### config.mk
export PLATFORM = sky130hd
export DESIGN_NAME = remote_contact_io_logic
export DESIGN_NICKNAME = d
export VERILOG_FILES = /design/src/include/remote_contact_pkg.sv /design/src/rtl/contact_input_filter.sv /design/src/rtl/remote_contact_io_logic.sv
export VERILOG_INCLUDE_DIRS = /design/src /design/src/include
export SDC_FILE = /design/constraint.sdc
export NUM_CORES = 1
export LEC_CHECK = 0
export BUFFER_PORTS_ARGS = -buffer_cell sky130_fd_sc_hd__buf_2
export CORE_AREA = 2 2 178 180
export CTS_CLUSTER_SIZE = 28
export DETAILED_ROUTE_END_ITERATION = 10
export DIE_AREA = 0 0 180 182
export PLACE_DENSITY = 0.5
export SETUP_SLACK_MARGIN = 0.1
export SLEW_MARGIN = 20
export SYNTH_ARGS = -nofsm -noshare
export SYNTH_HDL_FRONTEND = slang
export SYNTH_SLANG_ARGS = --single-unit
### constraint.sdc
create_clock -name sys_clk_i -period 5.4 [get_ports sys_clk_i]
set_input_delay 0.27 -clock sys_clk_i [delete_from_list [all_inputs] [get_ports sys_clk_i]]
set_output_delay 0.27 -clock sys_clk_i [all_outputs]
set_load 0.02 [all_outputs]
### src/include/remote_contact_consts.svh
// Summary of operation
// - Legacy profile: alarm or warning opens break pair, closes make pair.
// - Standard profile alarm: break closed on power off or alarm, else open.
// - Standard profile warning: break closed on power off or warning, else open.
// - Legacy profile drops remote-available during power-failure regenerative braking.
// - Standard profile keeps remote-available on whenever remote operation is permitted.
// - Remote-only qualifier: opened stop acts only in remote mode.
// - Remote-and-serial qualifier: opened stop also acts under either serial link.
// - Momentary wiring: start closure starts pump, stop opening stops it.
// - Alternate wiring: pump runs while stop closed, stops when opened.
// - Defaults: legacy alarm and remote profiles, remote-only stop qualifier.
// - Defaults: first serial link 9600 bit/s, event sending on.
// - Defaults: shared bus addressing off, station identifier 01, events on.
// - Defaults: speed in percent, normal run speed, reduced setpoint 100.0 percent.
// - Stop request wins over a simultaneous start request.
// - One reset request per closure of the reset contact.
// - Remote outputs stay inactive about 6 seconds after power-on.
`ifndef REMOTE_CONTACT_CONSTS_SVH
`define REMOTE_CONTACT_CONSTS_SVH

// ----------------------------------------
// Timing
// ----------------------------------------
`define CLK_HZ               100000000
`define CLK_MHZ              100
`define POWERUP_HOLD_S       6
`define POWERUP_HOLD_CYCLES  (`POWERUP_HOLD_S * `CLK_HZ)
`define DEBOUNCE_US          1000
`define DEBOUNCE_CYCLES      (`DEBOUNCE_US * `CLK_MHZ)

// ----------------------------------------
// Register offsets
// ----------------------------------------
`define ADDR_CTRL            8'h00
`define ADDR_SER1            8'h04
`define ADDR_SER2            8'h08
`define ADDR_SPEED           8'h0c
`define ADDR_STATUS          8'h10
`define ADDR_IRQ_STAT        8'h14
`define ADDR_IRQ_MASK        8'h18

// ----------------------------------------
// Fields and reset values
// ----------------------------------------
`define CTRL_ALARM_STD_BIT   0
`define CTRL_REMOTE_STD_BIT  1
`define CTRL_STOP_SERIAL_BIT 2
`define CTRL_ALT_WIRING_BIT  3
`define CTRL_RESTORE_BIT     31
`define CTRL_W               4
`define CTRL_RST             4'h0
`define SER1_RST             32'h0001_2580
`define SER2_RST             32'h0102_2580
`define SPEED_RST            32'h03e8_0000
`define IRQ_W                4
`define IRQ_START_BIT        0
`define IRQ_STOP_BIT         1
`define IRQ_RESET_BIT        2
`define IRQ_ENABLED_BIT      3

`endif

### src/include/remote_contact_pkg.sv
package remote_contact_pkg;

    typedef enum logic [3:0] {
        OP_LOCAL  = 4'b0001,
        OP_REMOTE = 4'b0010,
        OP_SER1   = 4'b0100,
        OP_SER2   = 4'b1000
    } op_mode_e;

    typedef enum logic [1:0] {
        PU_HOLD = 2'b01,
        PU_RUN  = 2'b10
    } pu_state_e;

    // Pin level high means contact open
    typedef struct packed {
        logic low_speed;
        logic reset;
        logic stop;
        logic start;
    } contact_in_s;

    // Coil high: make pair closed, break pair open
    typedef struct packed {
        logic remote;
        logic warning;
        logic alarm;
    } relay_out_s;

    typedef struct packed {
        logic start;
        logic stop;
        logic reset;
        logic low_speed;
    } pump_cmd_s;

endpackage

### src/rtl/contact_input_filter.sv
`timescale 1ns/1ps
`include "remote_contact_consts.svh"

module contact_input_filter #(
    parameter int unsigned SETTLE_CYCLES = `DEBOUNCE_CYCLES
) (
    input  wire logic sys_clk_i,
    input  wire logic reset_i,
    input  wire logic pin_i,
    output logic      closed_o
);

    logic [2:0]  sync_ff;
    logic [19:0] cnt_ff;
    logic        level_ff;
    logic [19:0] nxt_cnt;

    // Only the second and third stage are compared
    wire         agree   = (sync_ff[1] == sync_ff[2]);
    wire         differs = agree && (sync_ff[2] != level_ff);
    wire         settled = (cnt_ff >= 20'(SETTLE_CYCLES - 1));

    assign nxt_cnt  = differs ? (settled ? 20'h0 : cnt_ff + 20'h1) : 20'h0;
    assign closed_o = ~level_ff;

    always_ff @(posedge sys_clk_i) begin
        if (reset_i) begin
            sync_ff  <= 3'h7;
            cnt_ff   <= 20'h0;
            level_ff <= 1'b1;
        end else begin
            sync_ff  <= {sync_ff[1:0], pin_i};
            cnt_ff   <= nxt_cnt;
            if (differs && settled) begin
                level_ff <= sync_ff[2];
            end
        end
    end

endmodule

### src/rtl/remote_contact_io_logic.sv
`timescale 1ns/1ps
`include "remote_contact_consts.svh"

module remote_contact_io_logic
    import remote_contact_pkg::*;
#(
    parameter int unsigned HOLD_CYCLES     = `POWERUP_HOLD_CYCLES,
    parameter int unsigned DEBOUNCE_CYCLES = `DEBOUNCE_CYCLES
) (
    input  wire logic        sys_clk_i,
    input  wire logic        reset_i,
    input  wire contact_in_s pins_i,
    input  wire op_mode_e    op_mode_i,
    input  wire logic        alarm_i,
    input  wire logic        warning_i,
    input  wire logic        pf_brake_i,
    input  wire logic [7:0]  addr_i,
    input  wire logic [31:0] wdata_i,
    input  wire logic        wr_i,
    input  wire logic        rd_i,
    output logic [31:0]      rdata_o,
    output relay_out_s       relays_o,
    output pump_cmd_s        cmd_o,
    output logic             irq_o
);

    // ----------------------------------------
    // Contact inputs
    // ----------------------------------------
    logic [3:0]  pin_bits;
    logic [3:0]  closed_bits;
    contact_in_s closed;
    contact_in_s closed_prev_ff;

    assign pin_bits = pins_i;
    assign closed   = contact_in_s'(closed_bits);

    for (genvar i = 0; i < 4; i++) begin : g_filt
        contact_input_filter #(
            .SETTLE_CYCLES(DEBOUNCE_CYCLES)
        ) u_filt (
            .sys_clk_i(sys_clk_i),
            .reset_i  (reset_i),
            .pin_i    (pin_bits[i]),
            .closed_o (closed_bits[i])
        );
    end

    // ----------------------------------------
    // Power-up hold
    // ----------------------------------------
    pu_state_e   pu_state_ff;
    pu_state_e   nxt_pu_state;
    logic [29:0] hold_cnt_ff;
    logic [29:0] nxt_hold_cnt;

    wire hold_done = (hold_cnt_ff >= 30'(HOLD_CYCLES - 1));
    wire out_en    = (pu_state_ff == PU_RUN);

    always_comb begin
        nxt_pu_state = pu_state_ff;
        nxt_hold_cnt = hold_cnt_ff;
        unique case (pu_state_ff)
            PU_HOLD: begin
                nxt_hold_cnt = hold_cnt_ff + 30'h1;
                if (hold_done) begin
                    nxt_pu_state = PU_RUN;
                end
            end
            PU_RUN: begin
                nxt_hold_cnt = hold_cnt_ff;
            end
            default: begin
                nxt_pu_state = PU_HOLD;
            end
        endcase
    end

    always_ff @(posedge sys_clk_i) begin
        if (reset_i) begin
            pu_state_ff <= PU_HOLD;
            hold_cnt_ff <= 30'h0;
        end else begin
            pu_state_ff <= nxt_pu_state;
            hold_cnt_ff <= nxt_hold_cnt;
        end
    end

    // ----------------------------------------
    // Settings registers
    // ----------------------------------------
    logic [`CTRL_W-1:0] ctrl_ff;
    logic [31:0]        ser1_ff;
    logic [31:0]        ser2_ff;
    logic [31:0]        speed_ff;
    logic [`IRQ_W-1:0]  irq_stat_ff;
    logic [`IRQ_W-1:0]  irq_mask_ff;
    logic [31:0]        rdata_ff;

    wire wr_ctrl   = wr_i && (addr_i == `ADDR_CTRL);
    wire restore   = wr_ctrl && wdata_i[`CTRL_RESTORE_BIT];
    wire wr_ser1   = wr_i && (addr_i == `ADDR_SER1);
    wire wr_ser2   = wr_i && (addr_i == `ADDR_SER2);
    wire wr_speed  = wr_i && (addr_i == `ADDR_SPEED);
    wire wr_mask   = wr_i && (addr_i == `ADDR_IRQ_MASK);
    wire rd_irq    = rd_i && (addr_i == `ADDR_IRQ_STAT);

    wire alarm_std  = ctrl_ff[`CTRL_ALARM_STD_BIT];
    wire remote_std = ctrl_ff[`CTRL_REMOTE_STD_BIT];
    wire stop_ser   = ctrl_ff[`CTRL_STOP_SERIAL_BIT];
    wire alt_wiring = ctrl_ff[`CTRL_ALT_WIRING_BIT];

    always_ff @(posedge sys_clk_i) begin
        if (reset_i || restore) begin
            ctrl_ff <= `CTRL_RST;
        end else if (wr_ctrl) begin
            ctrl_ff <= wdata_i[`CTRL_W-1:0];
        end
    end

    always_ff @(posedge sys_clk_i) begin
        if (reset_i || restore) begin
            ser1_ff  <= `SER1_RST;
            ser2_ff  <= `SER2_RST;
            speed_ff <= `SPEED_RST;
        end else begin
            ser1_ff  <= wr_ser1 ? wdata_i : ser1_ff;
            ser2_ff  <= wr_ser2 ? wdata_i : ser2_ff;
            speed_ff <= wr_speed ? wdata_i : speed_ff;
        end
    end

    // ----------------------------------------
    // Remote command decode
    // ----------------------------------------
    wire remote_mode = (op_mode_i == OP_REMOTE);
    wire serial_mode = (op_mode_i == OP_SER1) || (op_mode_i == OP_SER2);
    wire stop_open   = ~closed.stop;

    wire stop_scope  = remote_mode || (stop_ser && serial_mode);

    wire start_edge  = closed.start && !closed_prev_ff.start;
    wire stop_edge   = closed.stop && !closed_prev_ff.stop;
    wire reset_edge  = closed.reset && !closed_prev_ff.reset;

    wire start_src   = alt_wiring ? stop_edge : start_edge;

    wire start_req   = out_en && remote_mode && start_src && !stop_open;
    wire stop_req    = out_en && stop_scope && stop_open;

    wire reset_req   = out_en && remote_mode && reset_edge;
    wire low_req     = out_en && remote_mode && closed.low_speed;

    // ----------------------------------------
    // Contact outputs
    // ----------------------------------------
    // alarm profile
    wire alarm_coil   = out_en && (alarm_std ? !alarm_i : alarm_i);

    wire warning_coil = out_en && (alarm_std ? !warning_i : warning_i);

    wire remote_coil  = out_en && remote_mode && (remote_std || !pf_brake_i);

    always_ff @(posedge sys_clk_i) begin
        if (reset_i) begin
            relays_o       <= '0;
            cmd_o          <= '0;
            closed_prev_ff <= '0;
        end else begin
            relays_o       <= '{remote: remote_coil, warning: warning_coil, alarm: alarm_coil};
            cmd_o          <= '{start: start_req, stop: stop_req, reset: reset_req, low_speed: low_req};
            closed_prev_ff <= closed;
        end
    end

    // ----------------------------------------
    // Events and interrupt
    // ----------------------------------------
    logic [`IRQ_W-1:0] events;
    logic [`IRQ_W-1:0] nxt_irq_stat;
    logic              out_en_prev_ff;

    // Stop event only on its first cycle, not while it stands
    assign events = {out_en && !out_en_prev_ff, reset_req, stop_req && !cmd_o.stop, start_req};

    // Set wins over read clear
    assign nxt_irq_stat = (irq_stat_ff & ~(rd_irq ? {`IRQ_W{1'b1}} : {`IRQ_W{1'b0}})) | events;

    always_ff @(posedge sys_clk_i) begin
        if (reset_i) begin
            irq_stat_ff    <= '0;
            irq_mask_ff    <= '0;
            out_en_prev_ff <= 1'b0;
        end else begin
            irq_stat_ff    <= nxt_irq_stat;
            irq_mask_ff    <= wr_mask ? wdata_i[`IRQ_W-1:0] : irq_mask_ff;
            out_en_prev_ff <= out_en;
        end
    end

    assign irq_o = |(irq_stat_ff & irq_mask_ff);

    // ----------------------------------------
    // Read path
    // ----------------------------------------
    logic [31:0] rd_mux;
    wire  [31:0] status_word = {20'h0, op_mode_i, closed_bits, out_en, relays_o};

    always_comb begin
        unique case (addr_i)
            `ADDR_CTRL:     rd_mux = {28'h0, ctrl_ff};
            `ADDR_SER1:     rd_mux = ser1_ff;
            `ADDR_SER2:     rd_mux = ser2_ff;
            `ADDR_SPEED:    rd_mux = speed_ff;
            `ADDR_STATUS:   rd_mux = status_word;
            `ADDR_IRQ_STAT: rd_mux = {28'h0, irq_stat_ff};
            `ADDR_IRQ_MASK: rd_mux = {28'h0, irq_mask_ff};
            default:        rd_mux = 32'h0;
        endcase
    end

    // Read data valid only in the cycle after the strobe
    always_ff @(posedge sys_clk_i) begin
        if (reset_i) begin
            rdata_ff <= 32'h0;
        end else begin
            rdata_ff <= rd_i ? rd_mux : 32'h0;
        end
    end

    assign rdata_o = rdata_ff;

    // ----------------------------------------
    // Checks
    // ----------------------------------------
    chk_alarm_legacy_out: assert property (@(posedge sys_clk_i) disable iff (reset_i)
        out_en && !alarm_std |=> relays_o.alarm == $past(alarm_i))
        else $error("legacy alarm contact wrong");

    chk_alarm_std_out: assert property (@(posedge sys_clk_i) disable iff (reset_i)
        out_en && alarm_std |=> relays_o.alarm == !$past(alarm_i))
        else $error("standard alarm contact wrong");

    chk_warning_std_out: assert property (@(posedge sys_clk_i) disable iff (reset_i)
        out_en && alarm_std && warning_i |=> !relays_o.warning)
        else $error("standard warning contact wrong");

    chk_remote_pf_drop: assert property (@(posedge sys_clk_i) disable iff (reset_i)
        !remote_std && pf_brake_i |=> !relays_o.remote)
        else $error("remote held during braking");

    chk_remote_std_hold: assert property (@(posedge sys_clk_i) disable iff (reset_i)
        out_en && remote_std && remote_mode |=> relays_o.remote)
        else $error("standard remote dropped");

    chk_stop_local_ign: assert property (@(posedge sys_clk_i) disable iff (reset_i)
        op_mode_i == OP_LOCAL || (serial_mode && !stop_ser) |=> !cmd_o.stop)
        else $error("stop acted outside scope");

    chk_stop_serial_act: assert property (@(posedge sys_clk_i) disable iff (reset_i)
        out_en && stop_ser && serial_mode && stop_open |=> cmd_o.stop)
        else $error("serial stop interlock missed");

    chk_start_momentary: assert property (@(posedge sys_clk_i) disable iff (reset_i)
        out_en && !alt_wiring && remote_mode && start_edge && !stop_open |=> cmd_o.start)
        else $error("momentary start missed");

    chk_start_alternate: assert property (@(posedge sys_clk_i) disable iff (reset_i)
        out_en && alt_wiring && remote_mode && stop_edge |=> cmd_o.start)
        else $error("alternate start missed");

    chk_stop_priority: assert property (@(posedge sys_clk_i) disable iff (reset_i)
        cmd_o.stop && $past(remote_mode) |-> !cmd_o.start)
        else $error("start issued during stop");

    chk_reset_single: assert property (@(posedge sys_clk_i) disable iff (reset_i)
        cmd_o.reset |=> !cmd_o.reset)
        else $error("reset request repeated");

    chk_hold_inactive: assert property (@(posedge sys_clk_i) disable iff (reset_i)
        !out_en |=> relays_o == '0 && cmd_o == '0)
        else $error("output active during hold");

    chk_defaults_load: assert property (@(posedge sys_clk_i)
        reset_i |=> ctrl_ff == `CTRL_RST && ser1_ff == `SER1_RST && ser2_ff == `SER2_RST && speed_ff == `SPEED_RST)
        else $error("defaults not loaded");

    chk_irq_set_wins: assert property (@(posedge sys_clk_i) disable iff (reset_i)
        (|events) |=> (irq_stat_ff & $past(events)) == $past(events))
        else $error("event lost in status");

    chk_rdata_idle: assert property (@(posedge sys_clk_i) disable iff (reset_i)
        !rd_i |=> rdata_o == 32'h0)
        else $error("read data outside read cycle");

endmodule

=== After elaboration in Yosys (flattened, before gate mapping) ===
Index checks and enable logic that the tools add are counted.

* Bits in registers: 279
* Output and inout port bits: 40
* Input bits: 55

* Bitwise operators: 14
* Multiplexer cells: 7
* Add/subtract/negate cells: 5
* Reductions and logical operators: 51
* $lt $le $gt $ge: 5
* Eq/ne operators: 20

{| class="wikitable"
|+ Operators by type and width
! kind !! count
|-
| 32-bit case mux with 7 select lines || 1
|-
| 20-bit by 1-bit adder with 20-bit output, second input constant || 4
|-
| 20-bit by 17-bit greater-or-equal comparator with 1-bit output, second input constant || 4
|-
| 1-bit logical AND || 31
|-
| 30-bit by 1-bit adder with 30-bit output, second input constant || 1
|-
| 30-bit greater-or-equal comparator, second input constant || 1
|-
| 8-bit by 5-bit == test with 1-bit output, second input constant || 3
|-
| 8-bit by 4-bit == test with 1-bit output, second input constant || 2
|-
| 3-bit OR reduction || 4
|-
| 1-bit inverter || 10
|-
| 4-bit AND || 2
|-
| 8-bit by 3-bit == test with 1-bit output, second input constant || 1
|-
| 1-bit logical NOT || 8
|-
| 8-bit logical NOT || 1
|-
| 1-bit == test || 4
|-
| 4-bit by 2-bit == test with 1-bit output, second input constant || 1
|-
| 4-bit by 3-bit == test with 1-bit output, second input constant || 1
|-
| 4-bit == test, second input constant || 1
|-
| 1-bit logical OR || 4
|-
| 4-bit 2-to-1 mux || 1
|-
| 1-bit inequality test || 4
|-
| 4-bit inverter || 1
|-
| 4-bit bitwise OR || 1
|-
| 2-bit case mux with 2 select lines || 1
|-
| other kinds (8) || 10
|}

=== Depth between registers and ports, before layout ===
* Word-level depth: 8
* Gate-level depth with buffers: 8
* Depth with buffers taken out: 6

=== By module ===
From an unflattened synthesis, not the netlist that was laid out.

* Cells, all modules: 1334
* Area, all modules: 11497.3 sq um

{| class="wikitable"
|+ Modules (own cells, without submodules)
! module !! area an instance (sq um) !! cells an instance !! sequential area each (sq um) !! times used
|-
| remote_contact_io_logic || 7393.3 || 882 || 3663.5 || 1
|-
| contact_input_filter || 1026.0 || 113 || 480.5 || 4
|}

=== Worst setup path after synthesis ===
OpenSTA, ideal clock, no wires.

* Kind: register to register
* Start point: register g_filt[2].u_filt.cnt_ff[14]
* End point: register g_filt[2].u_filt.cnt_ff[9]
* Path slack: 3.531 ns
* Required time: 5.336 ns
* Arrival: 1.805 ns
* Library setup time: 0.064 ns
* Clock period less this slack: 1.869 ns
* Cell stages (with the launch flop): 8
* Buffers on the path: 2
* Path through: dfxtp_1 -> or4_1 -> a31oi_1 -> o211ai_1 -> or3_1 -> buf_6 -> buf_6 -> nor2_1

* Word-level cells in the longest chain between the ends: 2

{| class="wikitable"
|+ RTL lines
! item !! RTL line !! text
|-
| from (decl) || contact_input_filter.sv:14 || <nowiki>logic [19:0] cnt_ff;</nowiki>
|-
| from (signal assigned) || contact_input_filter.sv:33 || <nowiki>cnt_ff <= nxt_cnt;</nowiki>
|-
| 20-bit by 17-bit greater-or-equal comparator with 1-bit output || contact_input_filter.sv:21 || <nowiki>wire settled = (cnt_ff >= 20'(SETTLE_CYCLES - 1));</nowiki>
|-
| 3-bit OR reduction (no source line) || -- ||
|}

Every way passes these cells.
A chain may end at the register's enable or synchronous reset.

=== Worst setup path after layout ===
* Start point: input port addr_i[4]
* End point: register speed_ff[5]

* Word-level cells in the longest chain between the ends: 4
* Elaborated cells on any way between the ends: 6

{| class="wikitable"
|+ RTL lines
! item !! RTL line !! text
|-
| from (decl) || remote_contact_io_logic.sv:17 || <nowiki>input wire logic [7:0] addr_i,</nowiki>
|-
| 8-bit logical NOT || -- ||
|-
| 1-bit logical AND || remote_contact_io_logic.sv:100 || <nowiki>wire wr_ctrl = wr_i && (addr_i == `ADDR_CTRL);</nowiki>
|-
| 1-bit logical AND || remote_contact_io_logic.sv:101 || <nowiki>wire restore = wr_ctrl && wdata_i[`CTRL_RESTORE_BIT];</nowiki>
|-
| 1-bit logical OR || remote_contact_io_logic.sv:122 || <nowiki>if (reset_i || restore) begin</nowiki>
|-
| to (signal assigned) || remote_contact_io_logic.sv:125 || <nowiki>speed_ff <= `SPEED_RST;</nowiki>
|-
| to (signal assigned) || remote_contact_io_logic.sv:129 || <nowiki>speed_ff <= wr_speed ? wdata_i : speed_ff;</nowiki>
|-
| to (decl) || remote_contact_io_logic.sv:95 || <nowiki>logic [31:0] speed_ff;</nowiki>
|}

Parallel ways exist; a longest one is shown, timed or not.

==> impl_metrics.json <==
{
  "endpoint_kind": "flip-flop",
  "critPathKind": "in -> reg",
  "ioPinCount": 95,
  "vias_per_cell": 4.941,
  "crit_required_ps": 5800,
  "netlist_area_um2": 11000,
  "drt-wirelength-per-cell_um": 15.44,
  "grt_max_degree": 49,
  "cts_tree": "built",
  "grt_pass1_vias": 8712,
  "synth_area_per_cell_um2": 8.386,
  "synth_cell_types": 56,
  "die_h_um": 182,
  "startpoint_type": "input port",
  "vias": 9166,
  "netlist_instances": 1312,
  "fin_tns_setup_ps": 0,
  "die_w_um": 180,
  "first_pass_iters": 5,
  "period_share": 0.4941,
  "h-tree-depth": 1,
  "track_usage": 0.1725,
  "max_freq_mhz": 374.8,
  "hpwl_um": 18660,
  "cts_buffers": 31,
  "ant_nets": 0,
  "maxCapViolCount": 0,
  "hold_viol": 0,
  "cts_sinks": 279,
  "gp_congestion": 0.8017,
  "hold_class": "in -> reg",
  "finalClockSkew_ps": 21.04,
  "clkTransAtPathRegs_ps": 60,
  "ys_async_sr_fraction": 0,
  "synth_enable_flop_cells": 0,
  "worstMarginPinSlew_ps": 1018,
  "powerDensity_nw_per_um2": 321.3,
  "drcViolationCount": 0,
  "period_minus_slack_ps": 2668,
  "relSlewSlack": 0.3155,
  "grt_first_pass_wirelength_um": 46400,
  "grt_overflow_total": 0,
  "io_buffers": 94,
  "ys_top_cells_by_area": "dfxtp_1, nand2_1, nor2_1",
  "synth_flop_cell": "dfxtp_1",
  "root_buffer": "clkbuf_16",
  "yosysSeqAreaShare": 0.5076,
  "antenna_found_initial": 4,
  "wirelength_um": 28650,
  "core_area_um2": 30990,
  "timing.final.max_slew_violations": 0,
  "cp_max_fo": 48,
  "whs_ps": 12.75,
  "p_leak_nw": 4.746,
  "worstPathArrival_ps": 3070,
  "start_util": 0.3551,
  "yosysTopAreaCellShare": 0.5076,
  "drtIter0Drc": 621,
  "layout.nets": 1488,
  "layout-drive-gt1-share": 0.1254,
  "setup_viol": 0,
  "peakVddDrop_v": 0.0002405,
  "area_growth_pct": 19.90,
  "die_area_um2": 32760,
  "rsz0062_at_grt": "false",
  "ys_warn_count": 0,
  "cts.path.max_buffers": 3,
  "yosysTopAreaCell": "dfxtp_1",
  "ys_seq_elements": 279,
  "clk_latency_ps": 560,
  "status": "finished, final reports clean",
  "fp-row-count": 65
}
critical path: stages:
cell	delay, ps
buf_2	200
nor4_2	900
and3_1	380
a21o_2	610
buf_4	570
a21oi_1	80
routing by layer:
layer / vias up / track usage / part of all wire
met4: 4 / 0.04748 / 0.022
met1: 4290 / 0.2332 / 0.48
li1: 4677 / - / -
met2: 148 / 0.2826 / 0.45
met5: - / 0 / 0.00084
met3: 47 / 0.03129 / 0.046
Yosys cell counts, types with 4 or more instances:
master / n
dfxtp_1: 279
nand2_1: 259
nor2_1: 179
a21oi_1: 123
nand3_1: 53
xor2_1: 53
clkbuf_1: 40
xnor2_1: 33
a22oi_1: 32
nand4_1: 28
buf_2: 26
nor3_1: 22
and3_1: 21
inv_1: 15
or2_2: 14
a211oi_1: 11
and4_1: 10
nor2b_1: 9
nor4_1: 9
a22o_1: 8
o21ai_0: 8
and2_1: 7
a221oi_1: 6
or3_1: 6
a31oi_1: 5
ha_1: 5
mux2i_1: 5
or4_1: 4
placed cells by master, fill, tap and decap left out, drive strengths merged, types with 4 or more instances in the layout:
| master | synthesis | routed |
|---|---|---|
| a221oi | 6 | 6 |
| or4 | 4 | 4 |
| nand3 | 53 | 53 |
| xor2 | 53 | 53 |
| and3 | 21 | 21 |
| a31oi | 5 | 5 |
| nor4 | 10 | 10 |
| buf | 30 | 107 |
| a21oi | 123 | 123 |
| nand2 | 259 | 259 |
| nor2 | 179 | 179 |
| mux2i | 5 | 5 |
| dfxtp | 279 | 279 |
| and2 | 7 | 7 |
| dlygate4sd3 | 0 | 35 |
| ha | 5 | 5 |
| or3 | 6 | 6 |
| inv | 15 | 15 |
| a22oi | 32 | 32 |
| a211oi | 11 | 11 |
| or2 | 14 | 14 |
| xnor2 | 33 | 33 |
| nor3 | 22 | 22 |
| and4 | 10 | 10 |
| nor2b | 9 | 9 |
| clkinv | 0 | 6 |
| clkbuf | 40 | 48 |
| o21ai | 8 | 8 |
| nand4 | 28 | 28 |
| a22o | 8 | 8 |
| conb | 1 | 12 |
through the flow:
step                      utilization  setup WS [ps]  instances  cell area [um^2]  total power [mW]
after detailed placement       0.3819           2198       1762             11830             2.224
after global placement         0.3819           2247       1762             11830             2.224
final                          0.4258           2732       1855             13190             4.239
after floorplan                     -           3531       1323             11040             2.170
after global routing           0.4256           2475       1853             13190             4.395
after CTS                      0.4256           2748       1853             13190             4.302
area by class of cell:
class                   instances  area [um^2]
multi-input cells             959         5120
inverters                      15        56.30
repair buffers                142        918.4
diodes                          2        5.005
clock inverters                 8        45.04
well taps                     402        503.0
flip-flops and latches        279         5585
clock buffers                  48        959.7
fillers                      3150        17790
logic make-up (layout without fill, tap and decap cells):
| logic type | after synthesis | after routing | share of synthesized area |
|---|---|---|---|
| mux | 6 | 6 | 0.006595 |
| other cells | 1 | 14 | 0.0003408 |
| simple gates | 635 | 635 | 0.2585 |
| xor+xnor | 86 | 86 | 0.06846 |
| buf+inv | 85 | 213 | 0.03366 |
| compound gates | 215 | 215 | 0.1192 |
| flops | 279 | 279 | 0.5076 |
| fa+ha+maj | 5 | 5 | 0.005686 |
registers in the layout (all words and copies together), names as in the netlist:
name,count
speed_ff,32
cmd_o,4
irq_mask_ff,4
hold_cnt_ff,30
rdata_o,32
g_filt.u_filt.sync_ff,12
out_en_prev_ff,1
ser2_ff,32
ser1_ff,32
irq_stat_ff,4
g_filt.u_filt.cnt_ff,80
g_filt.u_filt.level_ff,4
closed_prev_ff,3
ctrl_ff,4
relays_o,3
pu_state_ff,2
report_power, final:
group          total [mW]  switching, mW  internal (mW)
Combinational       0.122         0.0741         0.0480
Clock                2.04          0.832           1.21
Sequential           2.08        0.00602           2.07
repair_timing:
item,4_1_cts,5_1_grt
hold buffers,35,0
setup buffers,0,0
hold endpoints to repair,90,0
resized for setup,0,0
path summary, 6_finish.rpt:
check             slack, ps               from               to  cells past startpoint
setup / recovery       2730          addr_i[4]      speed_ff[5]                      6
hold / removal           10         wdata_i[1]       ser1_ff[1]                      3
setup reg to reg       3170     hold_cnt_ff[0]  hold_cnt_ff[26]                      6
hold reg to reg         410  closed_prev_ff[2]         cmd_o[1]                      1
Power figures use the tool's default switching activity.
